<file path="config.mk">
export PLATFORM = sky130hd
export DESIGN_NAME = rmpu_top
export DESIGN_NICKNAME = d
export VERILOG_FILES = /design/src/rtl/rmpu_pkg.sv /design/src/rtl/rmpu_attr_decode.sv /design/src/rtl/rmpu_region_match.sv /design/src/rtl/rmpu_top.sv
export SDC_FILE = /design/constraint.sdc
export NUM_CORES = 2
export LEC_CHECK = 0
export BUFFER_PORTS_ARGS = -buffer_cell sky130_fd_sc_hd__buf_2
export CORE_UTILIZATION = 45
export DETAILED_ROUTE_END_ITERATION = 10
export PLACE_DENSITY_LB_ADDON = 0.2
export SETUP_SLACK_MARGIN = 0.02
export SLEW_MARGIN = 30
export SYNTH_ARGS = -nofsm -noshare
export SYNTH_HDL_FRONTEND = slang
export SYNTH_SLANG_ARGS = --single-unit
</file>
<file path="constraint.sdc">
create_clock -name CLK_I -period 8.87 [get_ports CLK_I]
set_input_delay 0.887 -clock CLK_I [delete_from_list [all_inputs] [get_ports CLK_I]]
set_output_delay 0.887 -clock CLK_I [all_outputs]
set_load 0.005 [all_outputs]
</file>
<file path="src/rtl/rmpu_pkg.sv">
// Purpose: Shared constants and types for the region protection unit
// Assumes: Register window at the region select address, 32-bit data
// Notes: Register layout follows the usual protection unit packing
package rmpu_pkg;

    localparam int NUM_REGIONS = 8;
    localparam logic [31:0] REG_SELECT_ADDR = 32'he000ed98;
    localparam logic [31:0] OFS_BASE = 32'h0000_0004;
    localparam logic [31:0] OFS_ATTR = 32'h0000_0008;
    localparam logic [31:0] OFS_ALIAS_STEP = 32'h0000_0008;
    localparam int NUM_ALIAS = 4;
    localparam logic [31:0] SELECT_RESET = 32'h0000_0000;
    localparam logic [31:0] BASE_RESET = 32'h0000_0000;
    localparam logic [31:0] ATTR_RESET = 32'h0000_0000;
    // Field positions
    localparam int BASE_VALID_BIT = 4;
    localparam int ATTR_ENABLE_BIT = 0;
    localparam int ATTR_SIZE_LSB = 1;
    localparam int ATTR_SRD_LSB = 8;
    localparam int ATTR_B_BIT = 16;
    localparam int ATTR_C_BIT = 17;
    localparam int ATTR_S_BIT = 18;
    localparam int ATTR_TEX_LSB = 19;
    localparam int ATTR_AP_LSB = 24;
    localparam int ATTR_XN_BIT = 28;
    localparam logic [4:0] SIZE_MIN_SUBREGION = 5'h07;
    localparam logic [4:0] SIZE_MIN = 5'h04;

    typedef enum logic [2:0] {
        MEM_STRONG = 3'h0,
        MEM_DEVICE = 3'h1,
        MEM_NORMAL = 3'h3,
        MEM_RESERVED = 3'h2
    } mem_type_t;

    typedef enum logic [1:0] {
        POL_NONCACHE = 2'h0,
        POL_WB_ALLOC = 2'h1,
        POL_WT_NOALLOC = 2'h2,
        POL_WB_NOALLOC = 2'h3
    } cache_pol_t;

    typedef struct packed {
        logic [31:0] addr;
        logic privileged;
        logic write;
        logic fetch;
    } access_t;

    typedef struct packed {
        mem_type_t mem_type;
        logic shareable;
        cache_pol_t outer_pol;
        cache_pol_t inner_pol;
    } mem_attr_t;

    typedef struct packed {
        logic [31:0] addr;
        logic [31:0] wdata;
        logic [3:0] byte_en;
        logic write;
        logic read;
    } reg_req_t;

endpackage : rmpu_pkg

</file>
<file path="src/rtl/rmpu_attr_decode.sv">
// Purpose: Decode type extension, shareable, cacheable, bufferable bits
// Assumes: Purely combinational
// Notes: Outputs are informational; no caching exists here
`timescale 1ns/1ps
module rmpu_attr_decode
    import rmpu_pkg::*;
(
    input wire logic [2:0] tex_i,
    input wire logic s_i,
    input wire logic c_i,
    input wire logic b_i,
    output rmpu_pkg::mem_attr_t attr_o
);
    wire [1:0] cb = {c_i, b_i};
    wire is_tex0 = (tex_i == 3'h0);
    wire is_tex1 = (tex_i == 3'h1);
    wire is_tex2 = (tex_i == 3'h2);

    always_comb
    begin
        attr_o = '{MEM_RESERVED, 1'b0, POL_NONCACHE, POL_NONCACHE};
        if (tex_i[2])
        begin
            attr_o = '{MEM_NORMAL, s_i, cache_pol_t'(tex_i[1:0]), cache_pol_t'(cb)};
        end
        else if (is_tex0)
        begin
            if (cb == 2'h0)
                attr_o = '{MEM_STRONG, 1'b1, POL_NONCACHE, POL_NONCACHE};
            else if (cb == 2'h1)
                attr_o = '{MEM_DEVICE, 1'b1, POL_NONCACHE, POL_NONCACHE};
            else
                attr_o = '{MEM_NORMAL, s_i, POL_WT_NOALLOC, POL_WT_NOALLOC};
        end
        else if (is_tex1)
        begin
            if (cb == 2'h0)
                attr_o = '{MEM_NORMAL, s_i, POL_NONCACHE, POL_NONCACHE};
            else if (cb == 2'h3)
                attr_o = '{MEM_NORMAL, s_i, POL_WB_ALLOC, POL_WB_ALLOC};
        end
        else if (is_tex2 && cb == 2'h0)
        begin
            attr_o = '{MEM_DEVICE, 1'b0, POL_NONCACHE, POL_NONCACHE};
        end
    end
endmodule : rmpu_attr_decode

</file>
<file path="src/rtl/rmpu_region_match.sv">
// Purpose: Address match of one region, with subregion disables
// Assumes: Base aligned to size by software
// Notes: Size field n gives 2^(n+1) bytes
`timescale 1ns/1ps
module rmpu_region_match
    import rmpu_pkg::*;
(
    input wire logic [31:0] addr_i,
    input wire logic [31:0] base_i,
    input wire logic [31:0] attr_i,
    output logic hit_o
);
    wire [4:0] size = attr_i[ATTR_SIZE_LSB +: 5];
    wire [7:0] subregion_disable_mask = attr_i[ATTR_SRD_LSB +: 8];
    wire [5:0] log2 = {1'b0, size} + 6'h01;
    wire [31:0] mask = (log2 >= 6'h20) ? 32'h0 : (32'hffffffff << log2[4:0]);
    wire in_range = ((addr_i & mask) == (base_i & mask));
    wire [4:0] sub_sh = log2[4:0] - 5'h03;
    wire [2:0] sub_idx = (log2 >= 6'h20) ? addr_i[31:29] : 3'(addr_i >> sub_sh);
    wire has_sub = (size >= SIZE_MIN_SUBREGION);
    wire sub_off = has_sub && subregion_disable_mask[sub_idx];

    assign hit_o = attr_i[ATTR_ENABLE_BIT] && (size >= SIZE_MIN) && in_range && !sub_off;
endmodule : rmpu_region_match

</file>
<file path="src/rtl/rmpu_top.sv">
// Purpose: Region memory protection unit with register window
// Assumes: Access and register requests synchronous to CLK_I
// Notes: Check is combinational; registers update on clock edge
// Behaviour
// Eight numbered regions plus background region
// Overlap resolved by highest region number
// Background region privileged only, default attributes
// Fetches and data share one table
// Prohibited access raises memory management fault
// Software uses aligned word accesses, attr also smaller
// Unaligned register accesses not supported
// Select at fixed address, base +4, attr +8
// Enable bit zero enables selected region
// Alias pairs allow programming four regions
// Base write with valid selects region
// Large regions split into eight subregions
// Disabled subregion falls through or faults
// Software zeroes subregion mask for small regions
// Missing permission raises permission fault
// Type zero decodes strong, device, normal
// Type zero cacheable means write-through
// Type one: noncache, write-back, reserved
// Shareable ignored; type two device
// High type values mark cached normal
// Attributes have no effect on access
// Software disables region before reprogramming
// Software disables unused regions
// Two-bit cache policy code decoding
// Three-bit permission code decoding
// Fault presented in the access cycle
`timescale 1ns/1ps
module rmpu_top
    import rmpu_pkg::*;
(
    input wire logic CLK_I,
    input wire logic ARST_N_I,
    input wire logic MPU_ENABLE_I,
    input wire logic ACC_VALID_I,
    input wire rmpu_pkg::access_t ACC_I,
    output logic ACC_FAULT_O,
    output logic ACC_BG_O,
    output logic [3:0] ACC_REGION_O,
    output rmpu_pkg::mem_attr_t ACC_ATTR_O,
    input wire rmpu_pkg::reg_req_t REG_I,
    output logic REG_HIT_O,
    output logic [31:0] REG_RDATA_O
);
    logic [2:0] select_ff;
    logic [31:0] base_ff [NUM_REGIONS];
    logic [31:0] attr_ff [NUM_REGIONS];
    logic [31:0] rdata_ff;
    logic [NUM_REGIONS-1:0] hit;

    // Register decode
    wire [31:0] offs = REG_I.addr - REG_SELECT_ADDR;
    wire in_win = (REG_I.addr >= REG_SELECT_ADDR) && (offs < (OFS_ATTR + 32'h4 +
        OFS_ALIAS_STEP * (NUM_ALIAS - 1)));
    wire sel_hit = in_win && (offs[31:2] == 30'h0);
    wire base_hit = in_win && !sel_hit && (offs[2] == 1'b1);
    wire attr_hit = in_win && !sel_hit && (offs[2] == 1'b0);
    wire word_be = (REG_I.byte_en == 4'hf);
    wire aligned = (REG_I.addr[1:0] == 2'h0);
    // Byte lane must match address; halfwords on even halfword only
    wire [3:0] lane_be = 4'h1 << REG_I.addr[1:0];
    wire attr_be_ok = (REG_I.byte_en == lane_be) ||
        ((REG_I.byte_en == 4'h3) && (REG_I.addr[1:0] == 2'h0)) ||
        ((REG_I.byte_en == 4'hc) && (REG_I.addr[1:0] == 2'h2)) ||
        (word_be && aligned);
    wire acc_ok = attr_hit ? attr_be_ok : (aligned && word_be);
    wire wr = REG_I.write && in_win && acc_ok;
    wire base_valid = REG_I.wdata[BASE_VALID_BIT];
    wire [2:0] wr_region = (base_hit && base_valid) ? REG_I.wdata[2:0] : select_ff;
    wire [31:0] be_mask = {{8{REG_I.byte_en[3]}}, {8{REG_I.byte_en[2]}},
        {8{REG_I.byte_en[1]}}, {8{REG_I.byte_en[0]}}};
    wire [31:0] nxt_attr = (attr_ff[select_ff] & ~be_mask) | (REG_I.wdata & be_mask);
    wire [31:0] base_rd = {base_ff[select_ff][31:5], 2'h0, select_ff};
    wire [31:0] rd_val = sel_hit ? {29'h0, select_ff} :
        (base_hit ? base_rd : attr_ff[select_ff]);

    assign REG_HIT_O = in_win && acc_ok;

    always_ff @(posedge CLK_I or negedge ARST_N_I)
    begin
        if (!ARST_N_I)
        begin
            select_ff <= SELECT_RESET[2:0];
        end
        else if (wr && sel_hit)
        begin
            select_ff <= REG_I.wdata[2:0];
        end
        else if (wr && base_hit && base_valid)
        begin
            select_ff <= REG_I.wdata[2:0];
        end
    end

    genvar g;
    generate
        for (g = 0; g < NUM_REGIONS; g++)
        begin : g_region
            always_ff @(posedge CLK_I or negedge ARST_N_I)
            begin
                if (!ARST_N_I)
                begin
                    base_ff[g] <= BASE_RESET;
                    attr_ff[g] <= ATTR_RESET;
                end
                else if (wr && base_hit && wr_region == 3'(g))
                begin
                    base_ff[g] <= {REG_I.wdata[31:5], 5'h0};
                end
                else if (wr && attr_hit && select_ff == 3'(g))
                begin
                    attr_ff[g] <= nxt_attr;
                end
            end

            rmpu_region_match u_match (
                .addr_i(ACC_I.addr),
                .base_i(base_ff[g]),
                .attr_i(attr_ff[g]),
                .hit_o(hit[g])
            );
        end
    endgenerate

    always_ff @(posedge CLK_I or negedge ARST_N_I)
    begin
        if (!ARST_N_I)
            rdata_ff <= 32'h0;
        else if (REG_I.read && in_win && acc_ok)
            rdata_ff <= rd_val;
    end
    assign REG_RDATA_O = rdata_ff;

    // Priority select, highest number wins
    logic [3:0] win;
    always_comb
    begin
        win = 4'h8;
        for (int i = 0; i < NUM_REGIONS; i++)
        begin
            if (hit[i])
                win = 4'(i);
        end
    end
    wire any_hit = !win[3];
    wire [31:0] wattr = attr_ff[win[2:0]];
    wire [2:0] ap = wattr[ATTR_AP_LSB +: 3];
    wire xn = wattr[ATTR_XN_BIT];

    // Permission decode
    logic perm_ok;
    always_comb
    begin
        perm_ok = 1'b0;
        case (ap)
            3'h0: perm_ok = 1'b0;
            3'h1: perm_ok = ACC_I.privileged;
            3'h2: perm_ok = ACC_I.privileged || !ACC_I.write;
            3'h3: perm_ok = 1'b1;
            3'h5: perm_ok = ACC_I.privileged && !ACC_I.write;
            3'h6, 3'h7: perm_ok = !ACC_I.write;
            default: perm_ok = 1'b0;
        endcase
        if (ACC_I.fetch && xn)
            perm_ok = 1'b0;
    end

    mem_attr_t region_attr;
    rmpu_attr_decode u_attr (
        .tex_i(wattr[ATTR_TEX_LSB +: 3]),
        .s_i(wattr[ATTR_S_BIT]),
        .c_i(wattr[ATTR_C_BIT]),
        .b_i(wattr[ATTR_B_BIT]),
        .attr_o(region_attr)
    );

    wire bg_use = MPU_ENABLE_I && !any_hit;
    wire fault_raw = MPU_ENABLE_I && (any_hit ? !perm_ok : !ACC_I.privileged);
    assign ACC_FAULT_O = ACC_VALID_I && fault_raw;
    assign ACC_BG_O = ACC_VALID_I && bg_use;
    assign ACC_REGION_O = (MPU_ENABLE_I && ACC_VALID_I) ? win : 4'h8;
    // Attributes exported only; no effect on access
    assign ACC_ATTR_O = (MPU_ENABLE_I && any_hit) ? region_attr :
        '{MEM_NORMAL, 1'b0, POL_NONCACHE, POL_NONCACHE};

    // Checks on the access path and the register window
    property p_prio;
        @(posedge CLK_I) disable iff (!ARST_N_I)
        (MPU_ENABLE_I && ACC_VALID_I && hit[7]) |-> ACC_REGION_O == 4'h7;
    endproperty
    a_prio: assert property (p_prio)
        else $error("Highest region not selected");

    property p_bg_refuse;
        @(posedge CLK_I) disable iff (!ARST_N_I)
        (MPU_ENABLE_I && ACC_VALID_I && hit == 8'h0 && !ACC_I.privileged) |-> ACC_FAULT_O;
    endproperty
    a_bg_refuse: assert property (p_bg_refuse)
        else $error("Unprivileged background access not refused");

    property p_bg_flag;
        @(posedge CLK_I) disable iff (!ARST_N_I)
        (MPU_ENABLE_I && ACC_VALID_I && hit == 8'h0) |-> ACC_BG_O && ACC_REGION_O == 4'h8;
    endproperty
    a_bg_flag: assert property (p_bg_flag)
        else $error("Background region not flagged");

    property p_sel;
        @(posedge CLK_I) disable iff (!ARST_N_I)
        (wr && sel_hit) |=> select_ff == $past(REG_I.wdata[2:0]);
    endproperty
    a_sel: assert property (p_sel)
        else $error("Region select not updated");

    property p_rdata;
        @(posedge CLK_I) disable iff (!ARST_N_I)
        (REG_I.read && REG_HIT_O && sel_hit) |=> REG_RDATA_O == {29'h0, $past(select_ff)};
    endproperty
    a_rdata: assert property (p_rdata)
        else $error("Select read data wrong");

    property p_perm;
        @(posedge CLK_I) disable iff (!ARST_N_I)
        (MPU_ENABLE_I && ACC_VALID_I && any_hit && ap == 3'h0) |-> ACC_FAULT_O;
    endproperty
    a_perm: assert property (p_perm)
        else $error("No-access region did not fault");

    property p_xn;
        @(posedge CLK_I) disable iff (!ARST_N_I)
        (MPU_ENABLE_I && ACC_VALID_I && any_hit && xn && ACC_I.fetch) |-> ACC_FAULT_O;
    endproperty
    a_xn: assert property (p_xn)
        else $error("Execute-never fetch did not fault");

    property p_valid;
        @(posedge CLK_I) disable iff (!ARST_N_I)
        (wr && base_hit && base_valid) |=> select_ff == $past(REG_I.wdata[2:0]);
    endproperty
    a_valid: assert property (p_valid)
        else $error("Valid base write did not select region");

    property p_base_wr;
        @(posedge CLK_I) disable iff (!ARST_N_I)
        (wr && base_hit) |=> base_ff[$past(wr_region)] == {$past(REG_I.wdata[31:5]), 5'h0};
    endproperty
    a_base_wr: assert property (p_base_wr)
        else $error("Base write did not land");

    property p_disabled;
        @(posedge CLK_I) disable iff (!ARST_N_I)
        !attr_ff[7][ATTR_ENABLE_BIT] |-> !hit[7];
    endproperty
    a_disabled: assert property (p_disabled)
        else $error("Disabled region matched");

    property p_nofault;
        @(posedge CLK_I) disable iff (!ARST_N_I)
        !ACC_VALID_I |-> !ACC_FAULT_O;
    endproperty
    a_nofault: assert property (p_nofault)
        else $error("Fault without access");

    property p_off;
        @(posedge CLK_I) disable iff (!ARST_N_I)
        !MPU_ENABLE_I |-> !ACC_FAULT_O && ACC_REGION_O == 4'h8;
    endproperty
    a_off: assert property (p_off)
        else $error("Fault while protection off");

    property p_unal;
        @(posedge CLK_I) disable iff (!ARST_N_I)
        (!aligned && word_be) |-> !REG_HIT_O;
    endproperty
    a_unal: assert property (p_unal)
        else $error("Unaligned access accepted");

    property p_unal_half;
        @(posedge CLK_I) disable iff (!ARST_N_I)
        (REG_I.addr[0] && (REG_I.byte_en == 4'h3 || REG_I.byte_en == 4'hc)) |-> !REG_HIT_O;
    endproperty
    a_unal_half: assert property (p_unal_half)
        else $error("Unaligned halfword accepted");

    c_fault: cover property (@(posedge CLK_I)
        ACC_FAULT_O);
    c_bg: cover property (@(posedge CLK_I)
        ACC_BG_O && !ACC_FAULT_O);
    c_alias: cover property (@(posedge CLK_I)
        wr && base_hit && offs != OFS_BASE);
    c_overlap: cover property (@(posedge CLK_I)
        ACC_VALID_I && hit[0] && hit[1]);
    c_half: cover property (@(posedge CLK_I)
        wr && attr_hit && REG_I.byte_en == 4'hc);
endmodule : rmpu_top

</file>
== Yosys cells after proc, flatten, opt, wreduce, memory -nomap -nowiden ==
Cells that the tools add are included.

* Shifts and indexed selects: 17
* Multiplexer cells: 68
* Magnitude comparators: 36
* Bitwise gates (word level): 31
* Add/subtract/negate cells: 17
* Reductions and logical operators: 108
* Equality and inequality tests: 37

{| class="wikitable"
|+ Operators by type and width
! cell !! count
|-
| bitwise AND 32 bit || 18
|-
| 2-to-1 mux 32 bit || 14
|-
| binary-select mux 32 bit (select 3 bit) || 3
|-
| equality test 32 bit || 8
|-
| left shift 32 x 5 -> 32 bit, first input constant || 8
|-
| >> shifter 32 x 5 -> 3 bit || 8
|-
| >= comparator 5 x 3 -> 1 bit, second input constant || 16
|-
| logical AND 1 bit || 75
|-
| 2-to-1 mux 29 bit || 2
|-
| adder 5 x 1 -> 6 bit, second input constant || 8
|-
| >= comparator 6 bit, second input constant || 8
|-
| 2-to-1 mux 8 bit || 6
|-
| subtractor 5 x 2 -> 5 bit, second input constant || 8
|-
| 2-to-1 mux 4 bit || 9
|-
| equality test 3 bit, second input constant || 11
|-
| 2-to-1 mux 3 bit || 11
|-
| >= comparator 32 bit, second input constant || 1
|-
| < comparator 3 x 4 -> 1 bit, second input constant || 8
|-
| < comparator 32 x 6 -> 1 bit, second input constant || 1
|-
| inverter 32 bit || 1
|-
| bitwise OR 32 bit || 1
|-
| subtractor 32 bit, second input constant || 1
|-
| logical NOT 30 bit || 1
|-
| binary-select mux 1 bit (select 3 bit) || 8
|-
| other kinds (22) || 79
|}

* Word-level logic and storage cells: 332
* Bits in registers: 507
* Output and inout port bits: 47
* Input port bits: 109

== Logic depth before layout (Yosys ltp) ==
* Depth after elaboration: 29
* Depth in mapped cells: 29
* Mapped depth without buffers: 24

== Hierarchy ==
A second synthesis with hierarchy kept.

* Cell total of the unflattened synthesis: 3842
* Area, all modules: 40027.1 µm²

{| class="wikitable"
|+ Modules (own cells, without submodules)
! module !! area an instance (µm²) !! instances !! seq. area each (µm²) !! cells each
|-
| rmpu_top || 24482.2 || 1 || 12687.2 || 2055
|-
| rmpu_region_match at g_region[0].u_match ... || 1923.1 || 6 || 0.0 || 218
|-
| rmpu_region_match at g_region[7].u_match || 1918.1 || 1 || 0.0 || 221
|-
| rmpu_region_match at g_region[6].u_match || 1896.8 || 1 || 0.0 || 227
|-
| rmpu_attr_decode || 191.4 || 1 || 0.0 || 31
|}

== Worst setup path before layout ==
No wires, ideal clock.

* Path type: register to output
* Start point: register attr_ff[193] in the netlist's numbering
* End point: output port ACC_ATTR_O[5] in the netlist's numbering
* Data arrival time: 6.099 ns
* Cell stages (with the launch flop): 26
* Path slack: 1.884 ns
* Buffers on the path: 4
* Data required time: 7.983 ns
* Path through: dfrtp_1 > buf_2 > buf_2 > clkinv_1 > ha_1 > buf_2 > nor2_1 > a22oi_1 > xnor2_1 > mux4_2 > and2_1 > nor3_2 > mux2i_1 > mux2i_1 > a211o_1 > o32ai_1 > nor2_1 > buf_2 > o211a_1 > a311oi_1 > nand2b_1 > inv_1 > ha_1 > inv_1 > xnor2_1 > a2111o_1

{| class="wikitable"
|+ RTL lines
! item !! RTL line !! source
|-
| start: declaration || rmpu_top.sv:50 || <nowiki>logic [31:0] attr_ff [NUM_REGIONS];</nowiki>
|-
| start signal: indexed assignment || rmpu_top.sv:115 || <nowiki>attr_ff[g] <= nxt_attr;</nowiki>
|-
| end: declaration || rmpu_top.sv:43 || <nowiki>output rmpu_pkg::mem_attr_t ACC_ATTR_O,</nowiki>
|}

==> flow_metrics.tcl <==
set metrics [dict create \
    outcome "finished clean" \
    fp.dieH_microns 294.9 \
    ir_drop_v 0.0001664 \
    critPathKind "flip-flop to output pin" \
    synth_cell_types 111 \
    fin_crit_sh 0.9606 \
    drv_slew 0 \
    routedWlPerCell_microns 31.37 \
    port_buffers 154 \
    die_w_microns 294.9 \
    vias 33128 \
    async_reset_ff_frac 1.000 \
    postCtsHoldBufs 0 \
    htreeDepth 2 \
    coreArea_sq_um 85010 \
    syn_to_final_growth_pct 10.33 \
    synth_nets 3987 \
    synth_xor_xnor_area_share 0.06098 \
    switching_share 0.2668 \
    numCtsBuffers 59 \
    ys_warn_count 0 \
    drt_iter0_drc 4042 \
    worstReg2RegStart "select_ff[0]" \
    total_power_uw 5433 \
    synth_top_family_by_area "multiplexers" \
    p_per_area_nw_per_um2 127.5 \
    cts_root_buf "clkbuf_16" \
    rows 107 \
    grt_pass1_wl_microns 227500 \
    clk_pin_slew_ns 0.07 \
    grt_max_degree 168 \
    p_sw_uw 1450 \
    clockPowerShare 0.477 \
    cp_common_cell "inv_1" \
    required_ns 7.98 \
    synth-compound-area-share 0.1409 \
    synthCells 3819 \
    synth_fa_ha_area_frac 0.02067 \
    gp_congestion 1.076 \
    start_util 0.4542 \
    critical_path_peak_fanout 35 \
    final_nets 3990 \
    cp.arrival_ns 7.63 \
    r2r_setup_slack_ns 4.83 \
    ys_seq_area_frac 0.3286 \
    cts_sinks 507 \
    drt_first_pass_iters 6 \
    hold_violations 0 \
    cts_tree "done" \
    grt.overflow.total 0 \
    drt-total-wl_microns 157300 \
    cts_max_path_buffers 3 \
    relSlewSlack 0.2302 \
    fillers 7863 \
    synth_seq_cells 507 \
    hpwlAfterDp_microns 113400 \
    drc 0 \
    worstReg2RegEnd "REG_RDATA_O[15]" \
    pwr-share-comb 0.097 \
    synth_edf_count 0 \
    setup-violations-final 0 \
    max_cap_violations 0 \
    rsz0062_at_grt "false" \
    drive_above_1_share 0.2630 \
    drt-vias-per-instance 6.604 \
    p_int_uw 3984 \
    fin_setup_tns_ns 0 \
    die_area_sq_um 86980 \
    grt_antenna_before_repair 7 \
    min_period_ns 8.520 \
    synthMuxAreaShare 0.2905 \
    fmax_ghz 0.1174 \
    avgSynthCellArea_sq_um 10.11 \
    cp_top_family "compound AO/OA/AOI/OAI gates" \
    holdWs_ns 0.2601 \
    reg2regPathDepth 7 \
    seqPwrFrac 0.426 \
    critPathCaptureType "output pin" \
    skew_ns 0.04573 \
    track_usage 0.3602 \
    ios 156 \
    cpPeakStageDelay_ns 0.60 \
    path_buf_inv 9 \
    final_util 0.5011 \
    drt.antenna.violating_nets 0 \
    clock_latency_ns 0.66 \
    synth_area_sq_um 38610 \
    synthSimpleGateAreaFrac 0.1126 \
    worstSetupStartpointType "flip-flop" \
    synth_ff_type "dfrtp_1" \
    worst_pin_slew_ns 1.155 \
    p_leak_uw 0.01756 \
    slowest_stage "or4b_1" \
    grt_pass1_vias 31697 \
    hp-class "input pin to async pin" \
]
## cells in the final DEF, fill, tap and decap left out, types with 27 or more instances in the layout
cell type  synthesis  final
buf_2             52    153
mux2_2           289    289
buf_4             15    110
xor2_1           109    109
nor3_1            36     35
dfrtp_1          507    502
inv_1             92     92
nor2_1           169    162
o21ai_0          404    403
nand2b_1          30     30
a21oi_1          145    145
xnor2_1          153    153
nand2_1          456    449
ha_1              59     58
mux4_2           274    274
clkbuf_16          0     59
a211oi_1          28     27
mux2i_1          174    165
nand3_1           72     70
## cell type report
cell class | count | area, sq um | share of cell area
well taps | 1144 | 1431 | 0.03360
clock buffers | 79 | 1642 | 0.03853
multi-input cells | 2886 | 24290 | 0.5702
inverters | 96 | 360.3 | 0.008458
repair buffers | 272 | 1773 | 0.04162
flip-flops and latches | 507 | 12700 | 0.2981
clock inverters | 31 | 401.6 | 0.009428
diodes | 1 | 2.502 | 0.00005874
## Yosys cell counts, types with 11 or more instances
cell	instances	area (sq um)
dfrtp_1	507	12690
nand2_1	456	1712
o21ai_0	404	2022
mux2_2	289	3254
mux4_2	274	6171
clkbuf_1	204	765.7
mux2i_1	174	1742
nor2_1	169	634.4
xnor2_1	153	1340
a21oi_1	145	725.7
xor2_1	109	954.7
inv_1	92	345.3
nand3_1	72	360.4
ha_1	59	738.2
buf_1	52	195.2
buf_2	52	260.3
nor3_1	36	180.2
nand2b_1	30	187.7
a211oi_1	28	210.2
nand4_1	26	162.7
o22ai_1	26	162.7
nor2b_1	25	156.4
o31ai_1	25	187.7
a22oi_1	23	172.7
and2_1	20	125.1
and3_1	20	125.1
a31oi_1	15	93.84
buf_4	15	112.6
o211ai_1	15	112.6
a221oi_1	13	113.9
o221ai_1	12	105.1
a21boi_0	11	82.58
nand4b_1	11	96.34
nor3b_1	11	82.58
nor4_1	11	68.82
o2111ai_1	11	96.34
## layer usage
| metal | GRT usage | vias to the layer above | part of all wire |
|---|---|---|---|
| met5 | 0 | - | 0.00022 |
| met4 | 0.1752 | 6 | 0.057 |
| met3 | 0.07240 | 441 | 0.10 |
| met2 | 0.5603 | 1962 | 0.45 |
| met1 | 0.4807 | 16586 | 0.39 |
| li1 | - | 14133 | - |
## repair_timing
| item | 4_1_cts | 5_1_grt |
|---|---|---|
| setup buffers | 3 | 6 |
| pin swaps | 1 | 1 |
| endpoints found under the setup margin | 3 | 3 |
| gates resized for setup | 3 | 10 |
## worst max-delay path by stage
stage | from | to | slack, ns | depth (start not counted)
finish | attr_ff[1] | ACC_ATTR_O[5] | 0.35 | 26
global route | attr_ff[1] | ACC_ATTR_O[5] | 0.04 | 26
CTS | attr_ff[162] | ACC_ATTR_O[4] | 0.17 | 24
detailed placement | attr_ff[65] | ACC_ATTR_O[4] | 0.38 | 25
global placement | attr_ff[65] | ACC_ATTR_O[4] | 0.43 | 25
floorplan | attr_ff[193] | ACC_ATTR_O[5] | 1.88 | 25
## logic make-up (layout without fill, tap and decap cells)
kind of cell,after synthesis,count (layout)
AND/OR/NAND/NOR,945,945
multiplexers,741,741
XOR/XNOR,265,265
flip-flops,507,507
AO/OA/AOI/OAI,869,869
adder cells (fa/ha/maj),65,65
buffers and inverters,426,478
other,1,2
## power groups by stage
stage / clock, uW / sequential [uW] / combinational [uW]
floorplan: 0 / 2360 / 238
global placement: 0 / 2360 / 505
detailed placement: 0 / 2360 / 503
CTS: 2620 / 2310 / 506
global route: 2700 / 2310 / 541
finish: 2590 / 2310 / 526
## through the flow
step | setup slack (ns) | cell area (sq um) | cells
5_1_grt | 0.04426 | 42600 | 5015
3_5_place_dp | 0.3787 | 40360 | 4894
4_1_cts | 0.1727 | 42440 | 5007
2_1_floorplan | 1.884 | 38610 | 3819
6_report | 0.3496 | 42600 | 5016
3_3_place_gp | 0.4304 | 40330 | 4894
## sequential cells by signal, summed over array words and instances (netlist names)
| signal | count |
|---|---|
| REG_RDATA_O | 32 |
| select_ff | 3 |
| base_ff | 216 |
| attr_ff | 256 |
(Power assumes the default switching activity.)
